==> config.mk <==
export PLATFORM = sky130hd
export DESIGN_NAME = tfc_config_regs
export DESIGN_NICKNAME = d
export VERILOG_FILES = /design/src/include/tfc_pkg.sv /design/src/verilog/tfc_limit_check.sv /design/src/verilog/tfc_config_regs.sv
export SDC_FILE = /design/constraint.sdc
export NUM_CORES = 1
export LEC_CHECK = 0
export ABC_AREA = 0
export ABC_CLOCK_PERIOD_IN_PS = 1900
export BUFFER_PORTS_ARGS = -buffer_cell sky130_fd_sc_hd__buf_2
export CORE_ASPECT_RATIO = 2
export CORE_MARGIN = 2
export CORE_UTILIZATION = 25
export CTS_CLUSTER_SIZE = 28
export DETAILED_ROUTE_END_ITERATION = 7
export HOLD_SLACK_MARGIN = 0.02
export PLACE_DENSITY = 0.59
export SYNTH_ARGS = -nofsm -noshare
export SYNTH_HDL_FRONTEND = slang
export SYNTH_SLANG_ARGS = --single-unit
export TNS_END_PERCENT = 30
==> constraint.sdc <==
create_clock -name clock -period 1.9 [get_ports clock]
set_input_delay 0.38 -clock clock [delete_from_list [all_inputs] [get_ports clock]]
set_output_delay 0.38 -clock clock [all_outputs]
set_load 0.05 [all_outputs]
==> src/include/tfc_pkg.sv <==
// Purpose: shared constants and types for the thermal fan config registers
// Assumes: 8-bit register port, byte addresses as printed
// Notes: power-on values are all zero
package tfc_pkg;
    // ------------------------------------------------------------
    // Register offsets
    // ------------------------------------------------------------
    localparam logic [7:0] TFC_ADDR_FMT = 8'h7C;
    localparam logic [7:0] TFC_ADDR_PIN = 8'h7D;
    localparam logic [7:0] TFC_ADDR_TEST_A = 8'h7E;
    localparam logic [7:0] TFC_ADDR_TEST_B = 8'h7F;
    // ------------------------------------------------------------
    // Reset values and writable masks
    // ------------------------------------------------------------
    localparam logic [7:0] TFC_RST_FMT = 8'h00;
    localparam logic [7:0] TFC_RST_PIN = 8'h00;
    localparam logic [7:0] TFC_RST_TEST = 8'h00;
    localparam logic [7:0] TFC_MASK_FMT = 8'hEF;
    localparam logic [7:0] TFC_MASK_PIN = 8'h2F;
    // ------------------------------------------------------------
    // Field positions
    // ------------------------------------------------------------
    localparam int TFC_B_TWOS = 0;
    localparam int TFC_B_OFFR = 1;
    localparam int TFC_B_GDIR = 2;
    localparam int TFC_B_GPOL = 3;
    localparam int TFC_B_R1 = 5;
    localparam int TFC_B_LOC = 6;
    localparam int TFC_B_R2 = 7;
    localparam int TFC_B_PFN = 0;
    localparam int TFC_B_OTD = 2;
    localparam int TFC_B_FTG = 3;
    localparam int TFC_B_BYP = 5;
    // ------------------------------------------------------------
    // Limit values that disable a channel
    // ------------------------------------------------------------
    localparam logic [7:0] TFC_OFF64_DIS = 8'h00;
    localparam logic [7:0] TFC_TWOS_DIS = 8'h80;
    localparam int TFC_NCH = 3;
    // ------------------------------------------------------------
    // Types
    // ------------------------------------------------------------
    typedef enum logic [1:0] {
        TFC_PIN_TACH,
        TFC_PIN_OVERTEMP,
        TFC_PIN_ALERT,
        TFC_PIN_GPIO
    } tfc_pin_fn_t;
    typedef struct packed {
        logic wr;
        logic rd;
        logic [7:0] addr;
        logic [7:0] wdata;
    } tfc_req_t;
    typedef struct packed {
        logic twos_complement_select;
        logic offset_range_select;
        logic gpio_is_output;
        logic gpio_active_high;
        logic gpio_enabled;
        tfc_pin_fn_t shared_pin_function;
        logic overtemp_output_enable;
        logic overtemp_fan_target;
        logic core_voltage_attenuator_bypass;
        logic [2:0] overtemp_channel_enable;
    } tfc_ctrl_t;
endpackage

==> src/verilog/tfc_limit_check.sv <==
// Purpose: per-channel overtemperature enable from bit and limit value
// Assumes: limits are raw 8-bit register codes
// Notes: purely combinational decode registered in the top
`timescale 1ns/1ps
module tfc_limit_check #(
    parameter int NCH = 3
) (
    input wire logic twos_mode,
    input wire logic [NCH-1:0] disable_bits,
    input wire logic [NCH*8-1:0] limits,
    output logic [NCH-1:0] enable
);
    import tfc_pkg::*;
    genvar i;
    generate
        for (i = 0; i < NCH; i = i + 1) begin : g_ch
            logic [7:0] lim;
            logic sentinel;
            assign lim = limits[i*8 +: 8];
            // Disable code depends on the selected format
            assign sentinel = twos_mode ? (lim == TFC_TWOS_DIS) :
                (lim == TFC_OFF64_DIS); // [RULE_08] [RULE_02]
            assign enable[i] = !disable_bits[i] && !sentinel; // [RULE_07]
        end
    endgenerate
endmodule

==> src/verilog/tfc_config_regs.sv <==
// Purpose: two lockable configuration registers and two test registers
// Assumes: single-cycle register port on the device clock
// Notes: read data is registered, valid one cycle after the request
//
// How it works
// [RULE_01] Format bit picks twos complement when set, offset-64 when clear.
// [RULE_02] Changing format reinterprets stored temperature limits at once.
// [RULE_03] Offset range bit picks half-degree or one-degree offset steps.
// [RULE_04] Offset range drives the three temperature offset scalers.
// [RULE_05] In GPIO mode, direction bit makes pin input or output.
// [RULE_06] GPIO output polarity bit picks active low or active high.
// [RULE_07] Per-channel disable bits turn off that channel's overtemp limit.
// [RULE_08] Limit of -64 (offset) or -128 (twos) also disables channel.
// [RULE_09] Lock bit makes both config registers ignore further writes.
// [RULE_10] Two-bit field routes shared pin: tach, overtemp, alert, GPIO.
// [RULE_11] Overtemp output disable bit suppresses overtemp output everywhere.
// [RULE_12] Fan target bit picks full speed or programmed max on overtemp.
// [RULE_13] Bypass bit selects the unattenuated core-voltage scale.
// [RULE_14] Host must not write test registers; they are read-only here.
// [RULE_15] All four registers are zero after reset.
// [RULE_16] Reserved bits read zero and ignore writes.
`timescale 1ns/1ps
module tfc_config_regs (
    input wire logic clock,
    input wire logic rst,
    input wire tfc_pkg::tfc_req_t req,
    input wire logic lock,
    input wire logic [23:0] overtemp_limits,
    output logic [7:0] rdata,
    output logic rvalid,
    output logic hit,
    output tfc_pkg::tfc_ctrl_t ctrl,
    output logic [7:0] fmt_reg,
    output logic [7:0] pin_reg
);
    import tfc_pkg::*;

    // ------------------------------------------------------------
    // Register storage
    // ------------------------------------------------------------
    logic [7:0] fmt_q;
    logic [7:0] pin_q;
    logic [7:0] test_a_q;
    logic [7:0] test_b_q;
    logic [TFC_NCH-1:0] ch_en;
    logic [TFC_NCH-1:0] dis_bits;
    logic lock_q1;
    logic lock_q2;
    logic sel_fmt;
    logic sel_pin;
    logic sel_test;

    // Lock arrives from another block's domain edge, synchronised
    always_ff @(posedge clock or posedge rst) begin
        if (rst) begin
            lock_q1 <= 1'b0;
            lock_q2 <= 1'b0;
        end else begin
            lock_q1 <= lock;
            lock_q2 <= lock_q1;
        end
    end

    // ------------------------------------------------------------
    // Address decode
    // ------------------------------------------------------------
    always_comb begin
        sel_fmt = 1'b0;
        sel_pin = 1'b0;
        sel_test = 1'b0;
        if (req.addr == TFC_ADDR_FMT) begin
            sel_fmt = 1'b1;
        end else if (req.addr == TFC_ADDR_PIN) begin
            sel_pin = 1'b1;
        end else if (req.addr == TFC_ADDR_TEST_A ||
                     req.addr == TFC_ADDR_TEST_B) begin
            sel_test = 1'b1;
        end
    end

    // ------------------------------------------------------------
    // Writable registers
    // ------------------------------------------------------------
    always_ff @(posedge clock or posedge rst) begin
        if (rst) begin
            fmt_q <= TFC_RST_FMT; // [RULE_15]
            pin_q <= TFC_RST_PIN; // [RULE_15]
        end else if (req.wr && !lock_q2) begin // [RULE_09]
            if (sel_fmt) begin
                fmt_q <= req.wdata & TFC_MASK_FMT; // [RULE_16]
            end
            if (sel_pin) begin
                pin_q <= req.wdata & TFC_MASK_PIN; // [RULE_16]
            end
        end
    end

    // Test registers hold their reset value; writes are dropped
    always_ff @(posedge clock or posedge rst) begin
        if (rst) begin
            test_a_q <= TFC_RST_TEST; // [RULE_15]
            test_b_q <= TFC_RST_TEST; // [RULE_15]
        end else begin
            test_a_q <= test_a_q; // [RULE_14]
            test_b_q <= test_b_q;
        end
    end

    // ------------------------------------------------------------
    // Read port
    // ------------------------------------------------------------
    always_ff @(posedge clock or posedge rst) begin
        if (rst) begin
            rdata <= 8'h00;
            rvalid <= 1'b0;
            hit <= 1'b0;
        end else begin
            rvalid <= req.rd;
            hit <= req.rd && (sel_fmt || sel_pin || sel_test);
            if (!req.rd) begin
                rdata <= 8'h00;
            end else if (sel_fmt) begin
                rdata <= fmt_q;
            end else if (sel_pin) begin
                rdata <= pin_q;
            end else if (req.addr == TFC_ADDR_TEST_A) begin
                rdata <= test_a_q;
            end else if (req.addr == TFC_ADDR_TEST_B) begin
                rdata <= test_b_q;
            end else begin
                rdata <= 8'h00;
            end
        end
    end

    // ------------------------------------------------------------
    // Channel enables
    // ------------------------------------------------------------
    assign dis_bits = {fmt_q[TFC_B_R2], fmt_q[TFC_B_LOC], fmt_q[TFC_B_R1]};

    tfc_limit_check #(
        .NCH(TFC_NCH)
    ) u_limit (
        .twos_mode(fmt_q[TFC_B_TWOS]),
        .disable_bits(dis_bits),
        .limits(overtemp_limits),
        .enable(ch_en)
    );

    // ------------------------------------------------------------
    // Decoded controls, registered
    // ------------------------------------------------------------
    always_ff @(posedge clock or posedge rst) begin
        if (rst) begin
            ctrl <= '0;
            fmt_reg <= 8'h00;
            pin_reg <= 8'h00;
        end else begin
            fmt_reg <= fmt_q;
            pin_reg <= pin_q;
            ctrl.twos_complement_select <= fmt_q[TFC_B_TWOS]; // [RULE_01]
            ctrl.offset_range_select <=
                fmt_q[TFC_B_OFFR]; // [RULE_03] [RULE_04]
            ctrl.shared_pin_function <=
                tfc_pin_fn_t'(pin_q[TFC_B_PFN +: 2]); // [RULE_10]
            ctrl.gpio_enabled <=
                pin_q[TFC_B_PFN +: 2] == 2'(TFC_PIN_GPIO);
            ctrl.gpio_is_output <= (pin_q[TFC_B_PFN +: 2] ==
                2'(TFC_PIN_GPIO)) && fmt_q[TFC_B_GDIR]; // [RULE_05]
            ctrl.gpio_active_high <= fmt_q[TFC_B_GPOL]; // [RULE_06]
            ctrl.overtemp_output_enable <= !pin_q[TFC_B_OTD]; // [RULE_11]
            ctrl.overtemp_fan_target <= pin_q[TFC_B_FTG]; // [RULE_12]
            ctrl.core_voltage_attenuator_bypass <=
                pin_q[TFC_B_BYP]; // [RULE_13]
            ctrl.overtemp_channel_enable <=
                pin_q[TFC_B_OTD] ? 3'h0 : ch_en; // [RULE_07] [RULE_11]
        end
    end
endmodule

---- Word level (Yosys, flattened, before mapping) ----
Cells that the tools add are included.
operators by class
  muxes and demuxes ....................... 13
  reductions and logical operators ........ 22
  eq/ne operators ......................... 8
operators with widths
  cell                                            count
  == test 8 x 7 -> 1 bit (second input constant)  4
  == test 8 bit (second input constant)           3
  zero test 8 bit                                 3
  two-way mux 8 bit                               2
  two-way mux 1 bit                               9
  zero test 1 bit                                 8
  logical AND 1 bit                               6
  two-way mux 6 bit                               1
  AND reduction 2 bit                             2
  logical OR 1 bit                                3
  two-way mux 3 bit                               1
  == test 2 bit (second input constant)           1
storage, ports and cells
  register bits after elaboration ......... 49
  output and inout port bits .............. 39
  logic and storage cells ................. 62

---- Logic depth before layout (Yosys ltp) ----
Gate-level depths: netlist of the first run.
  word-level depth ........................ 7
  gate-level depth with buffers ........... 4

---- Cells and area by module ----
From an unflattened synthesis of the first run, not the netlist that was laid out.
second synthesis, totals
  cells, all modules ...................... 110
  area, all modules ....................... 1574.0 um^2
modules (own cells, without submodules)
  module           sequential area each (um^2)  area each (um^2)  times used  cells an instance
  tfc_config_regs  1026.0                       1495.2            1           98
  tfc_limit_check  0.0                          78.8              1           12

---- Worst setup path after synthesis of the first run ----
No wires, ideal clock.
  kind .................................... input port to flip-flop
  from .................................... in req[8] (netlist name)
  to ...................................... reg fmt_q[0]
  data required time ...................... 1.775 ns
  stages on the path ...................... 4
  slack ................................... 0.198 ns
  library setup time ...................... 0.125 ns
  arrival time ............................ 1.577 ns
  cell sequence ........................... buf_6 or3b_4 nor4_4 mux2_2
on the way
  longest elaborated chain between the ends .. 3
RTL lines
  element                        RTL line               text
  from (decl)                    tfc_config_regs.sv:26  input wire tfc_pkg::tfc_req_t req,
  == test 8 x 7 -> 1 bit         tfc_config_regs.sv:71  if (req.addr == TFC_ADDR_FMT) begin
  two-way mux 1 bit              tfc_config_regs.sv:71
  AND reduction 2 bit (no line)  n/a
  to (signal assigned)           tfc_config_regs.sv:90  fmt_q <= req.wdata & TFC_MASK_FMT;
  to (decl)                      tfc_config_regs.sv:41  logic [7:0] fmt_q;
No other way between the ends.
A chain may end at the register's enable or synchronous reset.

---- Worst setup path in the final report of the first run ----
  from .................................... reg lock_q2
  to ...................................... reg fmt_q[7]
on the way
  longest elaborated chain between the ends .. 3
RTL lines
  element                        RTL line               text
  from (decl)                    tfc_config_regs.sv:48  logic lock_q2;
  from (signal assigned)         tfc_config_regs.sv:60  lock_q2 <= lock_q1;
  zero test 1 bit                tfc_config_regs.sv:88  end else if (req.wr && !lock_q2) begin
  logical AND 1 bit              tfc_config_regs.sv:88
  AND reduction 2 bit (no line)  n/a
No other way between the ends.

==> run summary, run 1 <==
==================================================================================
Simple-gate area share of the yosys netlist                                  0.114
I/O pins                                                                        84
Post-route clock period utilization                                          0.804
Wire length of the first global-routing pass                               4.83 mm
Most area-hungry cell type in the Yosys netlist                       sky130_fd_sc_hd__dfrtp_1
Number of synthesized flops with an enable pin                                   0
P_leak                                                                     1.16 nW
Placer Congestion                                                            0.725
Adder-cell area share of the yosys netlist                                       0
Root buffer cell                                                      sky130_fd_sc_hd__clkbuf_16
Post-DR wirelength/cell                                               12.3 microns
FP Rows                                                                         40
Insertion delay of the later-clocked pin in the worst-skew pair            0.28 ns
Worst relative slew slack                                                    0.665
Setup Skew                                                              0.00267 ns
DRT antenna net count                                                            0
Avg Synthesized Cell Area                                               14.7 sq um
Maximum VDD drop                                                        0.000372 V
Element type at the critical path end                                     register
Endpoint of the most critical register-to-register path                   fmt_q[7]
Height of the chip                                                     116 microns
First-pass iteration count of the detailed router                                2
Number of synthesized register bits                                             41
Power density cells                                                    922 nW/um^2
Launch point of the critical path                                          lock_q2
Vias per cell                                                                 4.36
Result of the run                                                     complete, no violations
Type of the worst setup path                                          register to register
Final net count                                                                230
HPWL after detailed placement                                              2.43 mm
Number of instances in the synthesized netlist                                 106
Share of final-layout standard cells stronger than drive strength 1          0.570
Startpoint of the most critical register-to-register path                  lock_q2
Number of clock buffers inserted by TritonCTS                                    5
DR DRC count                                                                     0
Setup repair after global routing missed its margin                          false
Leading cell type by number of instances after synthesis              sky130_fd_sc_hd__dfrtp_1
Combined area of all synthesized cells                                  1560 sq um
Yosys warns                                                                      0
Via count of the first global-routing pass                                   1,031
Setup crit start kind                                                     register
CP arrival                                                                 1.69 ns
Critical path fanouts, max                                                       4
Maximum clock path buffer count                                                  2
Required arrival time at the worst endpoint                                2.06 ns
Hold Buf Count CTS                                                               0
Crit path time final                                                       1.53 ns
PnR Total Power                                                            1.97 mW
Initial standard-cell utilization of the core                                0.260
Number of inserted diodes                                                        0
Largest family of logic cells by synthesized area                     multiplexers
Initial antenna violation count                                                  0
Cell variety after synth                                                        23
Cells resized by post-CTS repair                                                 0
CTS H-tree depth                                                                 2
FILL cells                                                                     619
Final number of max-transition violations                                        0
Area enclosed by the die boundary                                       6940 sq um
Ranking of synthesized cells by instance count                        41 x sky130_fd_sc_hd__dfrtp_1, 12 x sky130_fd_sc_hd__buf_4, 12 x sky130_fd_sc_hd__mux2_2, 5 x sky130_fd_sc_hd__mux2i_1, 5 x sky130_fd_sc_hd__nor2_1
DRC violation total after the first TritonRoute iteration                        3
PortBufs                                                                        77
Final design instance area without fill                                 2130 sq um
Share of the yosys chip area belonging to registers                          0.657
Compound-Gate Fraction of Synth Area                                        0.0168
Area growth from synthesis to layout                                         36.4%
Overall die width                                                     59.9 microns
Async set-or-reset flop fraction in the synthesized netlist                   1.00
Post-synthesis xor/xnor area fraction                                       0.0168
Maximum number of pins on one net before global-route repair                    42
Internal reg-to-reg setup slack                                            0.37 ns
Critical path capture point                                               fmt_q[7]
Worst Slack Setup Final                                                   0.371 ns
Kind of path behind the tightest hold check                           primary input to asynchronous set/reset pin
Cells on worst reg2reg path                                                      4
Summed negative setup slack over all endpoints                                0 ns
Clock Sink Count                                                                41
Hold Violations, Final                                                           0
Routed wire length                                                         3.07 mm
Placed Instance Area                                                    1970 sq um
GRT Total Usage                                                             0.0965
Timing-limited maximum frequency                                         0.654 GHz
Fraction of synthesized cell area taken by the top area cell type            0.657
TritonCTS clock tree                                                           yes
Most frequently used flop master after synthesis                      sky130_fd_sc_hd__dfrtp_1
Count of final setup violators                                                   0
Number of max-capacitance violations reported                                    0
Share of cell area taken by muxes after synthesis                            0.118
Aggregate global routing overflow                                                0
Worst-path clk slew                                                        0.06 ns
Overall via count from detail_route                                          1,086
Placeable core region                                                   6010 sq um
Top area cells in the synthesized netlist                             sky130_fd_sc_hd__dfrtp_1 66%, sky130_fd_sc_hd__mux2_2 8.6%, sky130_fd_sc_hd__buf_4 5.8%, sky130_fd_sc_hd__mux2i_1 3.2%, sky130_fd_sc_hd__a311oi_1 1.7%
Setup slack at placement                                                  0.214 ns
Post-CTS repair timing setup buffer count                                        0
Slew @ Worst Pin                                                          0.502 ns
==================================================================================
==> cell usage in the layout, fill, tap and decap left out, drive strengths merged, types with 2 or more instances in the layout <==
cell type,Yosys,routed
buf,13,82
dfrtp,41,41
mux2,12,12
clkbuf,1,7
xnor2,3,3
nor2,5,5
nor3,4,4
nor4,6,6
nand3b,2,2
a311oi,3,3
inv,3,2
conb,1,5
clkinv,0,2
mux2i,5,5
==> per-layer routing <==
layer	global-route usage	wire, microns	share of wire	vias to the layer above
met2	0.182	1800	0.58	48
met5	0	0	0	-
li1	-	-	-	511
met4	0.0356	46	0.015	0
met1	0.0963	1030	0.34	522
met3	0.0246	194	0.063	5
==> report_power, final <==
part           internal, mW  switching (mW)  total (mW)
Combinational        0.0645           0.135       0.199
Sequential            0.895          0.0123       0.907
Clock                 0.555           0.305       0.860
==> worst min path at each step <==
stage                     startpoint          to  slack (ns)
after detailed placement     lock_q1     lock_q2        0.34
after global routing            lock     lock_q1        0.20
after CTS                       lock     lock_q1        0.20
final                            rst  fmt_reg[7]        0.21
after floorplan              lock_q1     lock_q2        0.33
after global placement       lock_q1     lock_q2        0.33
==> cell families (layout without fill, tap and decap cells) <==
group,after synthesis,in the layout
AO/OA/AOI/OAI,3,3
AND/OR/NAND/NOR,24,24
multiplexers,17,17
buffers and inverters,17,93
XOR/XNOR,3,3
flip-flops,41,41
other,1,5
==> critical path, cell delays in order, from the launching register on <==
cell                      delay (ns)
sky130_fd_sc_hd__dfrtp_1        0.37
sky130_fd_sc_hd__or3b_4         0.38
sky130_fd_sc_hd__nor4_4         0.15
sky130_fd_sc_hd__buf_4          0.18
sky130_fd_sc_hd__mux2_2         0.33
==> metrics by stage <==
stage | utilization | std cells | hold WS (ns)
3_5_place_dp | 0.329 | 241 | 0.337
5_1_grt | 0.355 | 249 | 0.203
3_3_place_gp | 0.329 | 241 | 0.333
4_1_cts | 0.355 | 249 | 0.200
6_report | 0.355 | 249 | 0.206
2_1_floorplan | - | 110 | 0.331
==> layout make-up <==
cell class | count | area, sq um | area share
Timing Repair Buffer | 82 | 423 | 0.198
Clock inverter | 1 | 5.00 | 0.00235
Sequential cell | 41 | 1030 | 0.481
Multi-Input combinational cell | 52 | 435 | 0.204
Tap cell | 63 | 78.8 | 0.0370
Inverter | 3 | 11.3 | 0.00528
Clock buffer | 7 | 153 | 0.0716
Power figures use the tool's default switching activity.
==> run 2: changes to the inputs <==
--- a/config.mk
+++ b/config.mk
@@ -6,7 +6,7 @@
 export NUM_CORES = 1
 export LEC_CHECK = 0
 export ABC_AREA = 0
-export ABC_CLOCK_PERIOD_IN_PS = 1900
+export ABC_CLOCK_PERIOD_IN_PS = 1400
 export BUFFER_PORTS_ARGS = -buffer_cell sky130_fd_sc_hd__buf_2
 export CORE_ASPECT_RATIO = 2
 export CORE_MARGIN = 2
@@ -14,7 +14,7 @@
 export CTS_CLUSTER_SIZE = 28
 export DETAILED_ROUTE_END_ITERATION = 7
 export HOLD_SLACK_MARGIN = 0.02
-export PLACE_DENSITY = 0.59
+export PLACE_DENSITY = 0.61
 export SYNTH_ARGS = -nofsm -noshare
 export SYNTH_HDL_FRONTEND = slang
 export SYNTH_SLANG_ARGS = --single-unit
==> constraint.sdc (replaced) <==
create_clock -name clock -period 1.4 [get_ports clock]
set_input_delay 0.28 -clock clock [delete_from_list [all_inputs] [get_ports clock]]
set_output_delay 0.28 -clock clock [all_outputs]
set_load 0.05 [all_outputs]
==> run 2 against run 1 <==
Compared with the run above:
- flip-flop and latch count is the same
- largest cell class unchanged
- first-iteration DRC count grew to 6.0 times the previous value
- clock power grew 23%
- register-to-register slack lost 0.49 ns
- the flow now finishes with violations (setup timing)
- critical path type unchanged
==> run summary, run 2 (synthesized netlist as in run 1, its figures left out) <==
==================================================================================
Result of the run                                                     complete, but fails checks   was complete, no violations
Violations in the final reports                                       setup timing
GRT busiest layer                                                             met2   unchanged
Setup crit start kind                                                     register   unchanged
Wire length of the first global-routing pass                               4.80 mm   was 4.83 mm
DR DRC count                                                                     0   unchanged
Initial standard-cell utilization of the core                                0.260   unchanged
Cell with the biggest individual delay on the critical path           sky130_fd_sc_hd__or3b_4   unchanged
Area growth from synthesis to layout                                         36.7%   was 36.4%
Height of the chip                                                     116 microns   unchanged
CP arrival                                                                 1.68 ns   was 1.69 ns
TritonCTS clock tree                                                           yes   unchanged
GR met1 Demand/Resource                                                      0.105   was 0.0963
Hold_ws                                                                  0.0557 ns   was 0.206 ns
Final design instance area without fill                                 2140 sq um   was 2130 sq um
PortBufs                                                                        77   unchanged
Overall die width                                                     59.9 microns   unchanged
Power density cells                                                   1200 nW/um^2   was 922 nW/um^2
DRC violation total after the first TritonRoute iteration                       18   was 3
Routed wire length                                                         3.05 mm   was 3.07 mm
Share of final-layout standard cells stronger than drive strength 1          0.565   was 0.570
Type of the worst setup path                                          register to register   unchanged
P_leak                                                                     1.16 nW   about the same
Internal reg-to-reg setup slack                                           -0.12 ns   was 0.37 ns
Vias per cell                                                                 4.33   was 4.36
Kind of path behind the tightest hold check                           primary input to asynchronous set/reset pin   unchanged
Initial antenna violation count                                                  0   unchanged
Number of inserted diodes                                                        0   unchanged
Final net count                                                                230   unchanged
GRT Total Usage                                                             0.0943   was 0.0965
Placeable core region                                                   6010 sq um   unchanged
Maximum number of pins on one net before global-route repair                    42   unchanged
Worst Slack Setup Final                                                  -0.118 ns   was 0.371 ns
Total area of multi-input combinational cells                            443 sq um   was 435 sq um
Hold Violations, Final                                                           0   unchanged
Area enclosed by the die boundary                                       6940 sq um   unchanged
Sequence of cells on the critical path                                or3b_4 > nor4_4 > buf_6 > mux2_2   was or3b_4 > nor4_4 > buf_4 > mux2_2
Setup Skew                                                              0.00288 ns   was 0.00267 ns
Endpoint of the most critical register-to-register path                   fmt_q[2]   was fmt_q[7]
I/O pins                                                                        84   unchanged
Footprint of the flip-flops and latches                                 1030 sq um   unchanged
First-pass iteration count of the detailed router                                4   was 2
Overall via count from detail_route                                          1,078   was 1,086
Maximum VDD drop                                                        0.000695 V   was 0.000372 V
Setup repair after global routing missed its margin                           true   was false
Max stage delay on crit path                                               0.38 ns   about the same
Timing-limited maximum frequency                                         0.659 GHz   was 0.654 GHz
Post-DR wirelength/cell                                               12.3 microns   about the same
Startpoint of the most critical register-to-register path                  lock_q2   unchanged
HPWL after detailed placement                                              2.37 mm   was 2.43 mm
Crit path time final                                                       1.52 ns   was 1.53 ns
Placer Congestion                                                            0.741   was 0.725
Met3 track demand over resource                                             0.0290   was 0.0246
Placed Instance Area                                                    1990 sq um   was 1970 sq um
Final number of max-transition violations                                        0   unchanged
Element type at the critical path end                                     register   unchanged
FILL cells                                                                     608   was 619
Number of max-capacitance violations reported                                    0   unchanged
Critical path fanouts, max                                                       7   was 4
Met2 capacity usage during global routing                                    0.164   was 0.182
Clock Sink Count                                                                41   unchanged
Post-route clock period utilization                                           1.08   was 0.804
Insertion delay of the later-clocked pin in the worst-skew pair            0.27 ns   was 0.28 ns
Number of clock buffers inserted by TritonCTS                                    5   unchanged
DRT antenna net count                                                            0   unchanged
Maximum clock path buffer count                                                  2   unchanged
Cells on worst reg2reg path                                                      4   unchanged
Root buffer cell                                                      sky130_fd_sc_hd__clkbuf_16   unchanged
Aggregate global routing overflow                                                0   unchanged
Required arrival time at the worst endpoint                                1.56 ns   was 2.06 ns
Commonest cells after routing, fill and taps aside                    77 x sky130_fd_sc_hd__buf_2, 41 x sky130_fd_sc_hd__dfrtp_1, 10 x sky130_fd_sc_hd__mux2_2   was 77 x sky130_fd_sc_hd__buf_2, 41 x sky130_fd_sc_hd__dfrtp_1, 12 x sky130_fd_sc_hd__mux2_2
Count of final setup violators                                                   7   was 0
Setup slack at placement                                                 -0.197 ns   was 0.214 ns
CTS H-tree depth                                                                 2   unchanged
Via count of the first global-routing pass                                   1,043   was 1,031
Most common cell after layout, fill and taps aside                    sky130_fd_sc_hd__buf_2   unchanged
Post-CTS repair timing setup buffer count                                        0   unchanged
FP Rows                                                                         40   unchanged
Hold Buf Count CTS                                                               0   unchanged
Worst-path clk slew                                                        0.05 ns   was 0.06 ns
==================================================================================
[run 2: timing repair]
| item | CTS | global route |
|---|---|---|
| setup endpoints to repair | 7 | 7 |
| resized for setup | 1 | 2 |
| hold endpoints to repair | 0 | 0 |
| pin swaps | 0 | 0 |
[run 2: area by class of cell]
cell class / instances / share of cell area
Clock buffer: 6 / 0.0603
Clock inverter: 2 / 0.00468
Inverter: 3 / 0.00527
Multi-Input combinational cell: 52 / 0.207
Sequential cell: 41 / 0.480
Tap cell: 63 / 0.0369
Timing Repair Buffer: 82 / 0.206
[run 2: power breakdown]
part           leakage [nW]  internal [mW]  total, mW  switching, mW
Clock                0.0706          0.653       1.06          0.407
Combinational         0.544         0.0941      0.278          0.184
Sequential            0.544           1.21       1.23         0.0172
Total                  1.16           1.96       2.57          0.608
[run 2: worst max-delay path, delay by kind of cell (launching register included)]
kind | cells | cell delay, ns
buffers and inverters | 1 | 0.17
muxes | 1 | 0.33
and+or+nand+nor | 2 | 0.53
DFF | 1 | 0.37
[run 2: worst max path at each step]
stage	start	endpoint	slack, ns	cells past startpoint
2_1_floorplan	req[8]	fmt_q[0]	-0.20	4
3_3_place_gp	req[8]	fmt_q[2]	-0.18	5
3_5_place_dp	req[8]	fmt_q[6]	-0.20	5
4_1_cts	lock_q2	fmt_q[7]	-0.14	4
5_1_grt	lock_q2	fmt_q[0]	-0.16	4
6_report	lock_q2	fmt_q[2]	-0.12	4
[run 2: through the flow]
step                       util  TNS (ns)  cells  power (mW)
after floorplan               -     -1.64    110        1.44
after global placement    0.331     -2.12    241        1.53
after detailed placement  0.331     -2.34    241        1.53
after CTS                 0.355    -0.912    249        2.60
after global routing      0.356     -1.03    249        2.69
final                     0.356    -0.759    249        2.57
[run 2: layer usage]
metal,part of all wire,vias to the layer above
li1,-,507
met1,0.37,512
met2,0.55,53
met3,0.065,6
met4,0.017,0
met5,0,-
==> run 3: changes to the inputs <==
--- a/config.mk
+++ b/config.mk
@@ -13,7 +13,7 @@
 export CORE_UTILIZATION = 25
 export CTS_CLUSTER_SIZE = 28
 export DETAILED_ROUTE_END_ITERATION = 7
-export HOLD_SLACK_MARGIN = 0.02
+export HOLD_SLACK_MARGIN = 0.12
 export PLACE_DENSITY = 0.61
 export SYNTH_ARGS = -nofsm -noshare
 export SYNTH_HDL_FRONTEND = slang
==> run 3 against run 2 <==
Compared with the run above:
- the run still ends with setup timing left
- global-route usage barely moved
- via count increased by 0.93%
- power grew 0.21%
- non-clock buffer count is 2 higher
- count of clock-buffer cells in the layout unchanged
- setup slack about the same
- flip-flop and latch count did not move
- critical path depth stayed put
- combinational power rose by 1%
- final cell count up 0.80%
- sequential share of layout area shrank 0.45 points
- register-to-register slack about the same
==> run summary, run 3 (synthesized netlist as in run 1, its figures left out) <==
==================================================================================
CP arrival                                                                 1.68 ns   about the same
I/O pins                                                                        84   unchanged
Area growth from synthesis to layout                                         38.0%   was 36.7%
Placeable core region                                                   6010 sq um   unchanged
Final design instance area without fill                                 2160 sq um   was 2140 sq um
Setup crit start kind                                                     register   unchanged
FP Rows                                                                         40   unchanged
Number of buffers and inverters on the critical path                             1   unchanged
Worst-path clk slew                                                        0.05 ns   about the same
DRT antenna net count                                                            0   unchanged
Crit path time final                                                       1.52 ns   about the same
Post-CTS repair timing setup buffer count                                        0   unchanged
Final net count                                                                232   was 230
Placer Congestion                                                            0.741   unchanged
Via count of the first global-routing pass                                   1,055   was 1,043
Result of the run                                                     complete, but fails checks   unchanged
Placed Instance Area                                                    1990 sq um   unchanged
Insertion delay of the later-clocked pin in the worst-skew pair            0.27 ns   about the same
Height of the chip                                                     116 microns   unchanged
Number of max-capacitance violations reported                                    0   unchanged
Post-DR wirelength/cell                                               12.2 microns   was 12.3 microns
Initial antenna violation count                                                  0   unchanged
Setup Skew                                                              0.00276 ns   was 0.00288 ns
Setup repair after global routing missed its margin                           true   unchanged
Area enclosed by the die boundary                                       6940 sq um   unchanged
Finished Core Util                                                           0.359   was 0.356
Wire length of the first global-routing pass                               4.82 mm   was 4.80 mm
Overall die width                                                     59.9 microns   unchanged
TritonCTS clock tree                                                           yes   unchanged
Post-route clock period utilization                                           1.08   about the same
DR DRC count                                                                     0   unchanged
Number of inserted diodes                                                        0   unchanged
Footprint of the flip-flops and latches                                 1030 sq um   unchanged
Required arrival time at the worst endpoint                                1.56 ns   about the same
Initial standard-cell utilization of the core                                0.260   unchanged
Max stage delay on crit path                                               0.38 ns   about the same
Aggregate global routing overflow                                                0   unchanged
PortBufs                                                                        77   unchanged
Maximum number of pins on one net before global-route repair                    42   unchanged
FILL cells                                                                     605   was 608
Violations in the final reports                                       setup timing   unchanged
Share of final-layout standard cells stronger than drive strength 1          0.559   was 0.565
Number of clock buffers inserted by TritonCTS                                    5   unchanged
Vias per cell                                                                 4.33   about the same
Kind of path behind the tightest hold check                           primary input to register   was primary input to asynchronous set/reset pin
Sequence of cells on the critical path                                or3b_4 > nor4_4 > buf_6 > mux2_2   unchanged
Kind of cell with the highest combined delay on the critical path     simple AND/OR/NAND/NOR gates   unchanged
Type of the worst setup path                                          register to register   unchanged
Root buffer cell                                                      sky130_fd_sc_hd__clkbuf_16   unchanged
Cell with the biggest individual delay on the critical path           sky130_fd_sc_hd__or3b_4   unchanged
CTS H-tree depth                                                                 2   unchanged
Overall via count from detail_route                                          1,088   was 1,078
DRC violation total after the first TritonRoute iteration                       17   was 18
First-pass iteration count of the detailed router                                4   unchanged
Timing-limited maximum frequency                                         0.659 GHz   about the same
Clock Sink Count                                                                41   unchanged
Hold Violations, Final                                                           0   unchanged
Maximum clock path buffer count                                                  2   unchanged
Maximum VDD drop                                                        0.000696 V   was 0.000695 V
Power density cells                                                   1190 nW/um^2   was 1200 nW/um^2
Element type at the critical path end                                     register   unchanged
Total area of multi-input combinational cells                            443 sq um   unchanged
Count of final setup violators                                                   7   unchanged
Critical path fanouts, max                                                       7   unchanged
HPWL after detailed placement                                              2.37 mm   unchanged
Routed wire length                                                         3.07 mm   was 3.05 mm
GRT Total Usage                                                             0.0948   was 0.0943
Most common cell after layout, fill and taps aside                    sky130_fd_sc_hd__buf_2   unchanged
Worst Slack Setup Final                                                  -0.118 ns   about the same
P_leak                                                                     1.17 nW   was 1.16 nW
Final number of max-transition violations                                        0   unchanged
Commonest cells after routing, fill and taps aside                    77 x sky130_fd_sc_hd__buf_2, 41 x sky130_fd_sc_hd__dfrtp_1, 10 x sky130_fd_sc_hd__mux2_2   unchanged
Hold_ws                                                                   0.220 ns   was 0.0557 ns
==================================================================================
-- run 3: through the flow --
stage | power [mW] | std cells | worst slack, ns | setup TNS, ns
after detailed placement | 1.53 | 241 | -0.197 | -2.34
final | 2.58 | 251 | -0.118 | -0.760
after floorplan | 1.44 | 110 | -0.202 | -1.64
after global routing | 2.70 | 251 | -0.158 | -1.03
after CTS | 2.61 | 251 | -0.135 | -0.912
after global placement | 1.53 | 241 | -0.179 | -2.12
-- run 3: what timing repair did --
action | CTS | global route
resized for setup | 1 | 2
setup endpoints to repair | 7 | 7
hold buffers | 2 | 0
endpoints found under the hold margin | 42 | 0
-- run 3: final timing paths --
check,slack (ns),endpoint,depth (start not counted),start
worst min register to register,0.35,lock_q2,0,lock_q1
worst max register to register,-0.12,fmt_q[2],4,lock_q2
worst min-delay path,0.22,rvalid,2,req[16]
max in group asynchronous,0.60,ctrl[2],4,rst
worst max-delay path,-0.12,fmt_q[2],4,lock_q2
min in group asynchronous,0.61,fmt_reg[3],4,rst
-- run 3: final cells by class --
| cell class | count | share of cell area |
|---|---|---|
| flip-flops and latches | 41 | 0.476 |
| clock buffers | 6 | 0.0597 |
| well taps | 63 | 0.0365 |
| inverters | 3 | 0.00522 |
| repair buffers | 84 | 0.213 |
| multi-input cells | 52 | 0.205 |
| clock inverters | 2 | 0.00464 |
-- run 3: report_power, final --
part	switching, mW	internal (mW)
clock	0.408	0.653
combinational	0.184	0.0977
sequential	0.0172	1.21
total	0.610	1.97
-- run 3: metal layers --
| layer | track usage | wire length, microns | part of all wire |
|---|---|---|---|
| met5 | 0 | 0 | 0 |
| met4 | 0.0356 | 52 | 0.017 |
| met3 | 0.0290 | 196 | 0.064 |
| met2 | 0.165 | 1700 | 0.55 |
| met1 | 0.105 | 1120 | 0.37 |
-- run 3: worst register-to-register path, delay by kind of cell (launching register included) --
| kind | cells | cell delay, ns |
|---|---|---|
| muxes | 1 | 0.33 |
| and+or+nand+nor | 2 | 0.53 |
| DFF | 1 | 0.37 |
| buffers and inverters | 1 | 0.17 |
